$ cat config.mk
export PLATFORM = sky130hd
export DESIGN_NAME = rsc_reset_irq
export DESIGN_NICKNAME = d
export VERILOG_FILES = /design/src/common/rsc_pkg.sv /design/src/hw/rsc_reset_irq.sv
export SDC_FILE = /design/constraint.sdc
export NUM_CORES = 1
export LEC_CHECK = 0
export ABC_CLOCK_PERIOD_IN_PS = 1910
export CAP_MARGIN = 20
export CORE_ASPECT_RATIO = 0.75
export CORE_MARGIN = 1
export CORE_UTILIZATION = 65
export CTS_CLUSTER_DIAMETER = 120
export DETAILED_ROUTE_END_ITERATION = 8
export DONT_BUFFER_PORTS = 1
export PLACE_DENSITY = 0.87
export SETUP_SLACK_MARGIN = 0.5
export SLEW_MARGIN = 30
export SYNTH_ARGS = -nofsm -noshare
export SYNTH_HDL_FRONTEND = slang
export SYNTH_SLANG_ARGS = --single-unit
$ cat constraint.sdc
create_clock -name core_clk_i -period 1.91 [get_ports core_clk_i]
set_input_delay 0.382 -clock core_clk_i [delete_from_list [all_inputs] [get_ports core_clk_i]]
set_output_delay 0.382 -clock core_clk_i [all_outputs]
set_load 0.01 [all_outputs]
$ cat src/common/rsc_pkg.sv
// Purpose: shared constants and types for the reset and irq pin conditioner
// Assumes: 32-bit apb data, one word per register, byte addresses
// Notes:   all offsets, fields, reset values and counts live here
package rsc_pkg;

  // register byte offsets
  localparam logic [7:0] CTRL_OFF   = 8'h00;
  localparam logic [7:0] PUDR_OFF   = 8'h04;
  localparam logic [7:0] STAT_OFF   = 8'h08;
  localparam logic [7:0] MASK_OFF   = 8'h0C;
  localparam logic [7:0] STATE_OFF  = 8'h10;

  // field positions
  localparam int IRQ_A_BIT   = 0;
  localparam int IRQ_B_BIT   = 1;
  localparam int RSTEV_BIT   = 2;
  localparam int PU_RST_BIT  = 0;
  localparam int PU_IRQ_BIT  = 1;
  localparam int ST_CORE_BIT = 0;
  localparam int ST_DBG_BIT  = 1;
  localparam int ST_LP_BIT   = 2;

  localparam int NUM_IRQ  = 2;
  localparam int STAT_W   = 3;

  // reset values
  localparam logic [1:0]        CTRL_RST = 2'h0;
  localparam logic [1:0]        PUDR_RST = 2'h0;
  localparam logic [STAT_W-1:0] STAT_RST = 3'h0;
  localparam logic [STAT_W-1:0] MASK_RST = 3'h0;

  // internal clocks between pin release and core release
  localparam int         REL_CNT_W     = 6;
  localparam logic [5:0] REL_CYCLES    = 6'h20;
  localparam logic [5:0] REL_LAST      = 6'h1F;

  typedef enum logic [1:0] {
    RSC_RST_HOLD  = 2'b00,
    RSC_RST_COUNT = 2'b01,
    RSC_RST_RUN   = 2'b10
  } rsc_rst_state_e;

  // per input: 1 selects falling edge, 0 selects active low level
  typedef struct packed {
    logic [1:0] trig_edge;
  } rsc_ctrl_s;

  typedef struct packed {
    logic irq_pu_dis;
    logic rst_pu_dis;
  } rsc_pudr_s;

endpackage

$ cat src/hw/rsc_reset_irq.sv
// Purpose: reset sequencing and external irq pin conditioning with apb regs
// Assumes: all pins synchronous to core_clk_i; srst_i is power-on reset
// Notes:   zero wait apb slave, pready one cycle after setup
`timescale 1ns/1ps

module rsc_reset_irq (
  input  wire logic        core_clk_i,
  input  wire logic        srst_i,
  input  wire logic        ext_rst_n_i,
  input  wire logic        trst_n_i,
  input  wire logic        low_power_i,
  input  wire logic        ext_irq_a_i,
  input  wire logic        ext_irq_b_i,
  input  wire logic        psel_i,
  input  wire logic        penable_i,
  input  wire logic        pwrite_i,
  input  wire logic [7:0]  paddr_i,
  input  wire logic [31:0] pwdata_i,
  output logic      [31:0] prdata_o,
  output logic             pready_o,
  output logic             pslverr_o,
  output logic             core_rst_o,
  output logic             reset_state_out_o,
  output logic             dbg_rst_o,
  output logic             rst_pullup_off_o,
  output logic             irq_pullup_off_o,
  output logic      [1:0]  svc_req_o,
  output logic             irq_o
);

  rsc_pkg::rsc_rst_state_e             rst_state_reg;
  rsc_pkg::rsc_rst_state_e             rst_state_next;
  logic [rsc_pkg::REL_CNT_W-1:0]       rel_cnt_reg;
  logic                                core_rst_reg;
  logic                                core_rst_next;
  logic                                dbg_rst_reg;
  rsc_pkg::rsc_ctrl_s                  ctrl_reg;
  rsc_pkg::rsc_pudr_s                  pudr_reg;
  logic [rsc_pkg::STAT_W-1:0]          stat_reg;
  logic [rsc_pkg::STAT_W-1:0]          stat_set;
  logic [rsc_pkg::STAT_W-1:0]          stat_clr;
  logic [rsc_pkg::STAT_W-1:0]          mask_reg;
  logic                                irq_reg;
  logic [31:0]                         prdata_reg;
  logic                                pready_reg;
  logic                                pslverr_reg;
  logic [31:0]                         rd_val;
  logic                                rd_hit;
  logic                                setup_ph;
  logic                                wr_done;
  logic [1:0]                          pin_raw;
  logic [1:0]                          irq_meta_reg;
  logic [1:0]                          irq_sync_reg;
  logic [1:0]                          src_prev_reg;
  logic [1:0]                          svc_reg;
  logic [1:0]                          irq_src;
  logic [1:0]                          irq_evt;

  assign pin_raw  = {ext_irq_b_i, ext_irq_a_i};
  assign setup_ph = psel_i && !penable_i;
  assign wr_done  = psel_i && penable_i && pready_reg && pwrite_i;

  // reset sequencer
  always_comb
  begin
    rst_state_next = rst_state_reg;
    case (rst_state_reg)
      rsc_pkg::RSC_RST_HOLD:
      begin
        if (ext_rst_n_i)
          rst_state_next = rsc_pkg::RSC_RST_COUNT;
      end
      rsc_pkg::RSC_RST_COUNT:
      begin
        if (!ext_rst_n_i)
          rst_state_next = rsc_pkg::RSC_RST_HOLD;
        else if (rel_cnt_reg == rsc_pkg::REL_LAST)
          rst_state_next = rsc_pkg::RSC_RST_RUN;
      end
      rsc_pkg::RSC_RST_RUN:
      begin
        if (!ext_rst_n_i)
          rst_state_next = rsc_pkg::RSC_RST_HOLD;
      end
      default:
        rst_state_next = rsc_pkg::RSC_RST_HOLD;
    endcase
    if (srst_i)
      rst_state_next = rsc_pkg::RSC_RST_HOLD;
  end

  // released only on the clock edge that enters run
  assign core_rst_next = (rst_state_next != rsc_pkg::RSC_RST_RUN);

  always_ff @(posedge core_clk_i)
  begin
    if (srst_i)
      rst_state_reg <= rsc_pkg::RSC_RST_HOLD;
    else
      rst_state_reg <= rst_state_next;
  end

  always_ff @(posedge core_clk_i)
  begin
    if (srst_i || rst_state_reg != rsc_pkg::RSC_RST_COUNT)
      rel_cnt_reg <= '0;
    else
      rel_cnt_reg <= rel_cnt_reg + 6'h01;
  end

  always_ff @(posedge core_clk_i)
  begin
    if (srst_i)
      core_rst_reg <= 1'b1;
    else
      core_rst_reg <= core_rst_next;
  end

  // debug logic follows power-on and test reset only, never the pin
  always_ff @(posedge core_clk_i)
  begin
    if (srst_i)
      dbg_rst_reg <= 1'b1;
    else
      dbg_rst_reg <= !trst_n_i;
  end

  // irq conditioning, one lane per pin
  genvar gi;
  generate
    for (gi = 0; gi < rsc_pkg::NUM_IRQ; gi++)
    begin : g_irq
      always_ff @(posedge core_clk_i)
      begin
        if (srst_i)
        begin
          irq_meta_reg[gi] <= 1'b1;
          irq_sync_reg[gi] <= 1'b1;
        end
        else
        begin
          irq_meta_reg[gi] <= pin_raw[gi];
          irq_sync_reg[gi] <= irq_meta_reg[gi];
        end
      end

      // stop and wait have no usable sync path, so take the pin itself
      assign irq_src[gi] = low_power_i ? pin_raw[gi]
                                       : irq_sync_reg[gi];
      assign irq_evt[gi] = ctrl_reg.trig_edge[gi]
                         ? (src_prev_reg[gi] && !irq_src[gi])
                         : !irq_src[gi];
      always_ff @(posedge core_clk_i)
      begin
        if (srst_i)
        begin
          src_prev_reg[gi] <= 1'b1;
          svc_reg[gi]      <= 1'b0;
        end
        else
        begin
          src_prev_reg[gi] <= irq_src[gi];
          svc_reg[gi]      <= irq_evt[gi];
        end
      end
    end
  endgenerate

  // config is initialised by power-on reset and by core reset, not by test reset
  always_ff @(posedge core_clk_i)
  begin
    if (srst_i || core_rst_reg)
      ctrl_reg <= rsc_pkg::CTRL_RST;
    else if (wr_done && paddr_i == rsc_pkg::CTRL_OFF)
      ctrl_reg <= pwdata_i[1:0];
  end

  always_ff @(posedge core_clk_i)
  begin
    if (srst_i || core_rst_reg)
      pudr_reg <= rsc_pkg::PUDR_RST;
    else if (wr_done && paddr_i == rsc_pkg::PUDR_OFF)
      pudr_reg <= pwdata_i[1:0];
  end

  // status survives pin reset so software can see it happened
  assign stat_set = {!ext_rst_n_i, irq_evt};
  assign stat_clr = (wr_done && paddr_i == rsc_pkg::STAT_OFF)
                  ? pwdata_i[rsc_pkg::STAT_W-1:0] : '0;

  always_ff @(posedge core_clk_i)
  begin
    if (srst_i)
      stat_reg <= rsc_pkg::STAT_RST;
    else
      stat_reg <= (stat_reg & ~stat_clr) | stat_set;
  end

  always_ff @(posedge core_clk_i)
  begin
    if (srst_i)
      mask_reg <= rsc_pkg::MASK_RST;
    else if (wr_done && paddr_i == rsc_pkg::MASK_OFF)
      mask_reg <= pwdata_i[rsc_pkg::STAT_W-1:0];
  end

  always_ff @(posedge core_clk_i)
  begin
    if (srst_i)
      irq_reg <= 1'b0;
    else
      irq_reg <= |(((stat_reg & ~stat_clr) | stat_set) & mask_reg);
  end

  // apb read mux
  always_comb
  begin
    rd_val = '0;
    rd_hit = 1'b1;
    case (paddr_i)
      rsc_pkg::CTRL_OFF:
        rd_val[1:0] = ctrl_reg;
      rsc_pkg::PUDR_OFF:
        rd_val[1:0] = pudr_reg;
      rsc_pkg::STAT_OFF:
        rd_val[rsc_pkg::STAT_W-1:0] = stat_reg;
      rsc_pkg::MASK_OFF:
        rd_val[rsc_pkg::STAT_W-1:0] = mask_reg;
      rsc_pkg::STATE_OFF:
      begin
        rd_val[rsc_pkg::ST_CORE_BIT] = core_rst_reg;
        rd_val[rsc_pkg::ST_DBG_BIT]  = dbg_rst_reg;
        rd_val[rsc_pkg::ST_LP_BIT]   = low_power_i;
      end
      default:
        rd_hit = 1'b0;
    endcase
  end

  // answer prepared in setup so the access phase needs no wait state
  always_ff @(posedge core_clk_i)
  begin
    if (srst_i)
    begin
      pready_reg  <= 1'b0;
      pslverr_reg <= 1'b0;
      prdata_reg  <= '0;
    end
    else if (setup_ph)
    begin
      pready_reg  <= 1'b1;
      pslverr_reg <= !rd_hit;
      prdata_reg  <= pwrite_i ? 32'h0000_0000 : rd_val;
    end
    else
    begin
      pready_reg  <= 1'b0;
      pslverr_reg <= 1'b0;
    end
  end

  assign prdata_o          = prdata_reg;
  assign pready_o          = pready_reg;
  assign pslverr_o         = pslverr_reg;
  assign core_rst_o        = core_rst_reg;
  assign reset_state_out_o = core_rst_reg;
  assign dbg_rst_o         = dbg_rst_reg;
  assign rst_pullup_off_o  = pudr_reg.rst_pu_dis;
  assign irq_pullup_off_o  = pudr_reg.irq_pu_dis;
  assign svc_req_o         = svc_reg;
  assign irq_o             = irq_reg;

  // checks
  property p_pin_hold;
    @(posedge core_clk_i) disable iff (srst_i)
    !ext_rst_n_i |=> core_rst_o [*2];
  endproperty
  a_pin_hold: assert property (p_pin_hold)
    else $error("core reset dropped while pin low");
  property p_release_delay;
    @(posedge core_clk_i) disable iff (srst_i)
    (ext_rst_n_i && $rose(ext_rst_n_i)) ##1 ext_rst_n_i [*8]
      |-> core_rst_o;
  endproperty
  a_release_delay: assert property (p_release_delay)
    else $error("core reset released too early");
  property p_release_end;
    @(posedge core_clk_i) disable iff (srst_i)
    (rst_state_reg == rsc_pkg::RSC_RST_COUNT &&
     rel_cnt_reg == rsc_pkg::REL_LAST && ext_rst_n_i)
      |=> !core_rst_o && !reset_state_out_o;
  endproperty
  a_release_end: assert property (p_release_end)
    else $error("core reset not released after count");
  property p_por;
    @(posedge core_clk_i)
    srst_i |=> core_rst_o && dbg_rst_o;
  endproperty
  a_por: assert property (p_por)
    else $error("power-on reset not applied");
  // registers are unknown before the first power-on edge
  property p_mirror;
    @(posedge core_clk_i) disable iff (srst_i)
    reset_state_out_o == (rst_state_reg != rsc_pkg::RSC_RST_RUN);
  endproperty
  a_mirror: assert property (p_mirror)
    else $error("reset state output differs from internal reset");
  property p_dbg_keep;
    @(posedge core_clk_i) disable iff (srst_i)
    (trst_n_i && !ext_rst_n_i) |=> !dbg_rst_o;
  endproperty
  a_dbg_keep: assert property (p_dbg_keep)
    else $error("debug reset asserted by pin reset");
  property p_rst_pu;
    @(posedge core_clk_i) disable iff (srst_i || core_rst_o)
    (wr_done && paddr_i == rsc_pkg::PUDR_OFF && pwdata_i[0])
      |=> rst_pullup_off_o;
  endproperty
  a_rst_pu: assert property (p_rst_pu)
    else $error("reset pull-up not disabled");
  property p_irq_pu;
    @(posedge core_clk_i) disable iff (srst_i || core_rst_o)
    (wr_done && paddr_i == rsc_pkg::PUDR_OFF && !pwdata_i[1])
      |=> !irq_pullup_off_o;
  endproperty
  a_irq_pu: assert property (p_irq_pu)
    else $error("irq pull-up disable wrong");
  property p_lp_direct;
    @(posedge core_clk_i) disable iff (srst_i)
    (low_power_i && !ext_irq_a_i && !ctrl_reg.trig_edge[0])
      |=> svc_req_o[0];
  endproperty
  a_lp_direct: assert property (p_lp_direct)
    else $error("low power irq not taken at once");
  property p_sync_path;
    @(posedge core_clk_i) disable iff (srst_i)
    (!low_power_i && !ext_irq_b_i && !ctrl_reg.trig_edge[1]) [*3]
      |=> svc_req_o[1];
  endproperty
  a_sync_path: assert property (p_sync_path)
    else $error("synchronised irq b missing");
  property p_edge;
    @(posedge core_clk_i) disable iff (srst_i)
    (low_power_i && ctrl_reg.trig_edge[0] && $fell(ext_irq_a_i))
      ##1 (low_power_i && !ext_irq_a_i)
      |-> svc_req_o[0] ##1 !svc_req_o[0];
  endproperty
  a_edge: assert property (p_edge)
    else $error("edge mode request not a single pulse");

endmodule

Word-level counts from Yosys, hierarchy flattened
Index checks and enable logic that the tools add are counted.
Widths: inputs -> output; s select.

cells by class
  add/sub/neg operators = 1
  multipliers = 0
  div/mod/pow operators = 0
  magnitude comparators = 0
  equal/unequal tests = 9
  shifts and indexed selects = 0
  muxes and demuxes = 16
  bitwise gates (word level) = 5
  reductions and logical operators = 23

operators with widths
  cell                 count
  $eq 8x4->1 const B   2
  $logic_and 1x1->1    10
  $mux 2               5
  $pmux 2 s5           1
  $eq 8x3->1 const B   1
  $eq 8x5->1 const B   1
  $logic_not 8->1      1
  $add 6x1->6 const B  1
  $and 3x3->3          2
  $eq 6x5->1 const B   1
  $logic_not 1->1      6
  $mux 1               6
  $mux 3               2
  $pmux 2 s3           1
  $reduce_or 5->1      1
  $not 3->3            1
  $or 3x3->3           1
  $pmux 1 s3           1
  $reduce_or 3->1      1
  $eq 2x1->1 const B   1
  $eq 2x2->1 const B   1
  $logic_not 2->1      1
  $logic_or 1x1->1     2
  $ne 2x1->1 const B   1
  3 further kinds      3

word-level totals
  register bits after elaboration = 63
  bits in latches = 0
  memory bits (writable) = 0
  memory bits (read-only) = 0
  input bits = 50
  output and inout bits = 42
  logic and storage cells = 75
  memories = 0

Depth between registers and ports, before layout
Gate-level depths: netlist (run 1).

  depth after elaboration = 10
  depth in mapped cells = 5
  mapped depth without buffers = 5

Worst setup path before layout (run 1)
Ideal clock, no wire load.

  path type = input-to-reg
  start = input srst_i
  end = register prdata_reg[0] (netlist: prdata_o[0])
  setup time = 0.058 ns
  arrival time = 1.374 ns
  data required time = 1.852 ns
  setup slack = 0.478 ns
  cell stages on the path = 4
  buffers on the path = 0
  path through = or4b_1 -> or2_1 -> a21oi_1 -> a211o_1

RTL lines
  item                  RTL line              RTL
  from (decl)           rsc_reset_irq.sv:8    input wire logic srst_i,
  to (signal assigned)  rsc_reset_irq.sv:253  prdata_reg <= pwrite_i ? 32'h0000_0000 : rd_val;
  to (decl)             rsc_reset_irq.sv:44   logic [31:0] prdata_reg;

Final worst setup path (run 1)
  start = register pready_reg (netlist: pready_o)
  end = register irq_reg (netlist: irq_o)

between the ends
  word-level cells in the longest chain between the ends = 9

ends and longest elaborated chain
  item                            RTL line              RTL
  from (decl)                     rsc_reset_irq.sv:45   logic pready_reg;
  from (signal assigned)          rsc_reset_irq.sv:245  pready_reg <= 1'b0;
  from (signal assigned)          rsc_reset_irq.sv:251  pready_reg <= 1'b1;
  from (signal assigned)          rsc_reset_irq.sv:257  pready_reg <= 1'b0;
  $logic_and 1x1->1 (2 in a row)  rsc_reset_irq.sv:61   assign wr_done = psel_i && penable_i && pready_reg && pwrite_i;
  $logic_and 1x1->1               rsc_reset_irq.sv:188  assign stat_clr = (wr_done && paddr_i == rsc_pkg::STAT_OFF)
  $mux 3                          rsc_reset_irq.sv:189  ? pwdata_i[rsc_pkg::STAT_W-1:0] : '0;
  $not 3->3                       rsc_reset_irq.sv:212  irq_reg <= |(((stat_reg & ~stat_clr) | stat_set) & mask_reg);
  $and 3x3->3                     rsc_reset_irq.sv:212
  $or 3x3->3                      rsc_reset_irq.sv:212
  $and 3x3->3                     rsc_reset_irq.sv:212
  $reduce_or 3->1                 rsc_reset_irq.sv:212
  to (signal assigned)            rsc_reset_irq.sv:212
  to (decl)                       rsc_reset_irq.sv:43   logic irq_reg;

No other way between the ends.
A chain may end at the register's enable or synchronous reset.

==> key figures, run 1 <==
Synthesis
  • Synthesized netlist cell count: 188
  • Async S/R FF share, synth: 0%
  • Dominant cells by area after synthesis: dfxtp_1 (40%), buf_4 (13%), nand3_1 (3.8%), nor2b_1 (3.3%), a21oi_1 (3.2%)
  • Cell types with the highest counts after synthesis: dfxtp_1 (34), buf_4 (30), nand3_1 (13), a21oi_1 (11), nor2_1 (10)
  • Flip-flop and latch count after synthesis: 34
  • Fraction of the yosys area taken by sequential cells: 40.1%
  • Synth Cell Area: 1700 µm²
  • Count leader, synth: dfxtp_1
  • Synthesis warning total: 0
  • Mean area per synthesized cell: 9.02 µm²
  • Area share of the largest cell type after synthesis: 40.1%
  • Number of distinct library cell variants in the gate-level netlist after synthesis: 42
  • Dominant cell type by area after synthesis: dfxtp_1
  • Number of enable-type register cells in the synthesized netlist: 0
  • Most common flop cell mapped by yosys: dfxtp_1

STA
  • Worst setup skew after layout: 0.00598 ns
  • RSZ-0062 raised after global routing: false
  • Setup_tns: 0 ns
  • Number of max-slew violations in the final report: 0
  • Normalized max-slew margin: 62.2%
  • Actual transition at the worst max-transition pin: 0.560 ns
  • Fmax: 734 MHz
  • Final hold violation count: 0
  • Tcrit/Tclk final: 71.4%
  • Min Clock Period, post-route: 1.36 ns
  • Final-report setup violation count: 0

Route
  • Residual antenna-violating net count after detailed routing: 0
  • Iteration-0 DRC count of the detailed router: 68
  • Detailed-route DRC error count: 0
  • Aggregate routed wire length: 3320 µm
  • 1st-pass router iterations: 4
  • Vias: 1261
  • Vias per inst: 5.65
  • Routed length per instance: 14.9 µm

GRT
  • Initial antenna violation count: 0
  • Largest net degree at the start of global routing: 22
  • Total track usage: 25.3%
  • Peak-usage layer in the global routing report: met2
  • Wire length of the first global-routing pass: 4910 µm
  • Met1 Track Usage GR: 28.5%
  • Met3 usage in global routing: 10.4%
  • Via count of the first global-routing pass: 1149
  • Met2 routing resource usage after global routing: 41.8%
  • Global route overflow: 0

Worst setup path
  • Slowest cell on crit path: dfxtp_2
  • Sum of buffers and inverters on the critical path: 0
  • Worst path cell trace: and4_4 > nand4b_1 > o211ai_1 > o221ai_1
  • Endpoint class of the critical path: register
  • Largest stage delay on the critical path: 0.38 ns
  • Arrival time at the worst endpoint: 1.57 ns
  • CP top delay family: simple AND/OR/NAND/NOR gates
  • Critical Setup Path Class: register to register
  • Worst EP required: 2.11 ns
  • Highest fanout seen on the critical path: 5
  • Worst Setup Start Kind: register

CTS
  • Clock insertion delay at the later pin of the skew report: 0.33 ns
  • Total of hold buffers inserted after clock tree synthesis: 0
  • Clock tree from TritonCTS: yes
  • H-Tree Level Count: 2
  • Clock Sink Count: 34
  • Largest buffer count on any clock path: 2
  • Total CTS buffers: 5
  • Clock transition time at the flip-flop clock pins of the worst setup and hold paths: 0.10 ns
  • Buffer type at the clock tree root: clkbuf_4

Power
  • Power after layout: 1.23 mW
  • Power per Cell Area: 737 nW/µm²
  • Leakage power: 0.678 nW
  • Maximum resistive drop on vdd: 0.523 mV

Floorplanning
  • Row cnt: 15
  • Die height: 46.2 µm
  • Initial core utilization: 71.2%
  • Die Footprint: 2820 µm²
  • Width of the die: 61.0 µm
  • Ports: 92
  • Total core area: 2380 µm²

Run status
  • Run status: finished clean

Flow run
  • Max capacitance violation total: 0

Final layout
  • Net total in the final layout: 239
  • Core utilization of the finished layout: 69.9%
  • Proportion of layout cells with a drive suffix above 1: 12.2%
  • Layout overhead on the synthesized area: -1.77%
  • Flip-flop count of the largest register after layout: 6
  • Post-route standard cell area excluding fillers: 1670 µm²
  • Number of inserted diodes: 0

Min path
  • Class of the worst hold path: input port to register

Place
  • Global placement routability congestion: 0.801
  • Buffers added on ports: 0
  • Placed standard-cell area: 1600 µm²
  • Total half-perimeter wirelength after legalization and detailed placement: 2580 µm
where the power goes:
group          internal [mW]  switching [mW]
Combinational         0.0305          0.0513
Sequential             0.729          0.0118
Clock                  0.178           0.228
Total                  0.938           0.291
logic make-up after synthesis:
family          share of synthesized area (%)
simple gates                             25.4
buf+inv                                  16.2
compound gates                           11.5
flops                                    40.1
other cells                             0.221
fa+ha+maj                               0.737
xor+xnor                                 1.55
mux                                      4.28
routing by layer:
metal / wire, µm / up-vias
li1: - / 600
met1: 1390 / 588
met2: 1590 / 68
met3: 311 / 5
met4: 27 / 0
met5: 0 / -
cell type report:
type | instances | area [µm²]
clock buffers | 7 | 55.1
inverters | 8 | 30.0
flip-flops and latches | 34 | 682
well taps | 34 | 42.5
clock inverters | 1 | 5.00
fillers | 205 | 717
multi-input cells | 139 | 852
timing repair:
action	4_1_cts	5_1_grt
gates resized for setup	2	1
setup endpoints to repair	2	2
buffers inserted	0	0
pin swaps	1	2
through the flow:
step | hold WS [ns] | instances | worst slack (ns)
after floorplan | 0.389 | 216 | 0.480
after global placement | 0.398 | 215 | 0.290
after detailed placement | 0.410 | 215 | 0.278
after CTS | 0.0976 | 223 | 0.533
after global routing | 0.0851 | 223 | 0.504
final | 0.110 | 223 | 0.547
placed cells by master, fill, tap and decap left out, types with 2 or more instances in the layout:
| cell | count |
|---|---|
| and3_1 | 3 |
| o21ai_0 | 6 |
| inv_1 | 8 |
| or2_2 | 6 |
| mux2i_1 | 5 |
| nor4_1 | 3 |
| nand4_1 | 3 |
| clkbuf_4 | 5 |
| nand3_1 | 13 |
| mux2_2 | 2 |
| conb_1 | 29 |
| a21oi_1 | 11 |
| a2111oi_2 | 2 |
| nor2_1 | 10 |
| a211o_1 | 4 |
| dfxtp_1 | 33 |
| nor2b_1 | 9 |
| nand2_1 | 6 |
| nor3b_1 | 3 |
| o31ai_1 | 2 |
| and3b_1 | 2 |
| xor2_1 | 2 |
path summary, 6_finish.rpt:
| check | startpoint | end | slack, ns | depth (start not counted) |
|---|---|---|---|---|
| setup / recovery | pready_o | irq_o | 0.55 | 4 |
| setup reg to reg | pready_o | irq_o | 0.55 | 4 |
| hold / removal | srst_i | mask_reg[0] | 0.11 | 1 |
| hold reg to reg | irq_meta_reg[0] | irq_sync_reg[0] | 0.43 | 1 |
(Power assumes the default switching activity.)
==> inputs of run 2 (changes only) <==
--- a/config.mk
+++ b/config.mk
@@ -5,15 +5,16 @@
 export SDC_FILE = /design/constraint.sdc
 export NUM_CORES = 1
 export LEC_CHECK = 0
-export ABC_CLOCK_PERIOD_IN_PS = 1910
+export ABC_AREA = 1
+export ABC_CLOCK_PERIOD_IN_PS = 1400
 export CAP_MARGIN = 20
 export CORE_ASPECT_RATIO = 0.75
 export CORE_MARGIN = 1
-export CORE_UTILIZATION = 65
+export CORE_UTILIZATION = 62
 export CTS_CLUSTER_DIAMETER = 120
 export DETAILED_ROUTE_END_ITERATION = 8
 export DONT_BUFFER_PORTS = 1
-export PLACE_DENSITY = 0.87
+export PLACE_DENSITY = 0.84
 export SETUP_SLACK_MARGIN = 0.5
 export SLEW_MARGIN = 30
 export SYNTH_ARGS = -nofsm -noshare
==> constraint.sdc (replaced) <==
create_clock -name core_clk_i -period 1.4 [get_ports core_clk_i]
set_input_delay 0.28 -clock core_clk_i [delete_from_list [all_inputs] [get_ports core_clk_i]]
set_output_delay 0.28 -clock core_clk_i [all_outputs]
set_load 0.01 [all_outputs]
==> key figures, run 2 <==
Place
  • Global placement routability congestion: 0.882
  • Cells after DPL: 262
  • Total half-perimeter wirelength after legalization and detailed placement: 2410 µm
  • Pre-CTS WS: 0.180 ns
  • Buffers added on ports: 0

Floorplanning
  • Width of the die: 63.1 µm
  • Row cnt: 16
  • Initial core utilization: 65.7%
  • Die Footprint: 3020 µm²
  • Ports: 92
  • Die height: 47.8 µm
  • Total core area: 2640 µm²

Worst setup path
  • Launching point of the worst reg2reg path: pready_o
  • Worst EP required: 1.57 ns
  • Minimum setup slack among reg-to-reg paths: 0.26 ns
  • Critical Setup Path Class: register to register
  • Reg-to-Reg End: ctrl_reg[1]
  • Worst Setup Start Kind: register
  • Slowest cell on crit path: dfxtp_2
  • Logic depth of the worst path, buffers included: 7
  • Arrival time at the worst endpoint: 1.31 ns
  • Origin of the worst setup path: pready_o
  • Highest fanout seen on the critical path: 5
  • CP top delay family: simple AND/OR/NAND/NOR gates
  • Endpoint of the worst setup timing path: ctrl_reg[1]
  • Reg2Reg Depth: 7
  • Endpoint class of the critical path: register
  • Sum of buffers and inverters on the critical path: 2
  • Largest stage delay on the critical path: 0.36 ns
  • Worst path cell trace: nand2_2 > nor2_4 > buf_4 > buf_6 > nand2_4 > nor2_2 > a211oi_2

Final layout
  • Flip-flop count of the largest register after layout: 6
  • Cell Count, Final, Fillers Out: 284
  • Layout overhead on the synthesized area: 18.6%
  • Number of inserted diodes: 0
  • Proportion of layout cells with a drive suffix above 1: 36.7%
  • Net total in the final layout: 298
  • Leading cell type in the layout, fill and taps excluded: nand2_1
  • Leading cell types in the layout, fill and taps excluded: nand2_1 (43), conb_1 (29), inv_1 (18), dfxtp_1 (17), nor2_1 (15)

STA
  • Final-report setup violation count: 0
  • Final hold violation count: 0
  • Hold slack: 0.0482 ns
  • Setup_tns: 0 ns
  • Fmax: 875 MHz
  • Tcrit/Tclk final: 81.7%
  • Post-route worst setup slack: 0.257 ns
  • RSZ-0062 raised after global routing: true
  • Number of max-slew violations in the final report: 0
  • Worst setup skew after layout: 0.00478 ns
  • Min Clock Period, post-route: 1.14 ns

Power
  • Power per Cell Area: 986 nW/µm²
  • Maximum resistive drop on vdd: 0.733 mV
  • Leakage power: 0.925 nW
  • Power after layout: 2.03 mW

Route
  • Routed length per instance: 13.1 µm
  • Aggregate routed wire length: 3720 µm
  • Residual antenna-violating net count after detailed routing: 0
  • Vias: 1405
  • Iteration-0 DRC count of the detailed router: 42
  • Detailed-route DRC error count: 0
  • Vias per inst: 4.95
  • 1st-pass router iterations: 4

Synthesis
  • Synth Cell Area: 1740 µm²
  • Dominant cells by area after synthesis: dfxtp_1 (39%), buf_4 (13%), nand2_1 (10%), nand3_1 (4.9%), inv_1 (4.5%)
  • Number of distinct library cell variants in the gate-level netlist after synthesis: 34
  • Async S/R FF share, synth: 0%
  • Synthesized netlist cell count: 229
  • Synthesis warning total: 0
  • Mean area per synthesized cell: 7.58 µm²
  • Number of enable-type register cells in the synthesized netlist: 0
  • Most common flop cell mapped by yosys: dfxtp_1
  • Flip-flop and latch count after synthesis: 34
  • Fraction of the yosys area taken by sequential cells: 39.2%
  • Cell types with the highest counts after synthesis: nand2_1 (47), dfxtp_1 (34), buf_4 (30), inv_1 (21), nor2_1 (21)
  • Dominant cell type by area after synthesis: dfxtp_1
  • Area share of the largest cell type after synthesis: 39.2%
  • Count leader, synth: nand2_1

GRT
  • Global route overflow: 0
  • Total track usage: 22.6%
  • Wire length of the first global-routing pass: 5120 µm
  • Initial antenna violation count: 0
  • Largest net degree at the start of global routing: 15
  • Via count of the first global-routing pass: 1176

CTS
  • H-Tree Level Count: 2
  • Total CTS buffers: 5
  • Clock tree from TritonCTS: yes
  • Buffer type at the clock tree root: clkbuf_8
  • Total of hold buffers inserted after clock tree synthesis: 0
  • Clock insertion delay at the later pin of the skew report: 0.28 ns
  • Clock transition time at the flip-flop clock pins of the worst setup and hold paths: 0.07 ns
  • Largest buffer count on any clock path: 2
  • Clock Sink Count: 34

Flow run
  • Max capacitance violation total: 0

Min path
  • Number of cells on the worst hold path: 1
  • Class of the worst hold path: input port to register

Run status
  • Run status: finished clean
==> run 2: where the power goes <==
group | internal [mW] | switching [mW] | leakage [nW]
sequential | 0.988 | 0.0181 | 0.285
combinational | 0.0548 | 0.104 | 0.588
clock | 0.532 | 0.334 | 0.0524
==> run 2: through the flow <==
stage / utilization (%) / cell area [µm²]
final: 77.9 / 2060
after CTS: 72.8 / 1920
after global routing: 77.9 / 2060
after detailed placement: 64.7 / 1710
after global placement: 64.7 / 1710
after floorplan: - / 1890
==> run 2: layout make-up <==
| class | count | area, µm² |
|---|---|---|
| clock inverter | 1 | 30.0 |
| tap | 36 | 45.0 |
| sequential | 34 | 712 |
| multi-input combinational | 166 | 967 |
| clock buffer | 7 | 76.3 |
| fill | 192 | 583 |
| timing repair buffer | 15 | 128 |
| inverter | 25 | 101 |
==> run 2: worst min-delay path by stage <==
stage,from,endpoint
floorplan,trst_n_i,dbg_rst_o
finish,srst_i,prdata_o[1]
global route,srst_i,prdata_o[0]
global placement,srst_i,prdata_o[1]
CTS,srst_i,prdata_o[1]
detailed placement,srst_i,prdata_o[1]
==> run 2: kinds of logic (layout without fill, tap and decap cells) <==
family          count (synthesis)  in the layout  synth area share, %
mux                             1              1                0.648
xor+xnor                        1              1                0.504
other cells                     1             29                0.216
fa+ha+maj                       1              1                0.720
simple gates                  112            112                 32.1
flops                          34             34                 39.2
compound gates                 22             22                 7.42
buf+inv                        57             48                 19.2
==> run 2: routing by layer <==
metal	vias up	GRT usage (%)	share of wire, %
li1	698	-	-
met1	631	28.1	41
met2	69	39.8	49
met3	7	6.43	8.8
met4	0	6.51	0.94
met5	-	0	0
==> run 2: worst register-to-register path: cells and delay by family, from the launching register on <==
family	cells	cell delay, ns
AOI/OAI and AO/OA	1	0.04
buffers and inverters	2	0.25
DFF	1	0.36
and+or+nand+nor	4	0.39
==> run 2: what timing repair did <==
item / 4_1_cts / 5_1_grt
setup buffers: 7 / 7
resized for setup: 23 / 22
pin swaps: 8 / 9
endpoints found under the setup margin: 33 / 37
gates cloned: 0 / 0
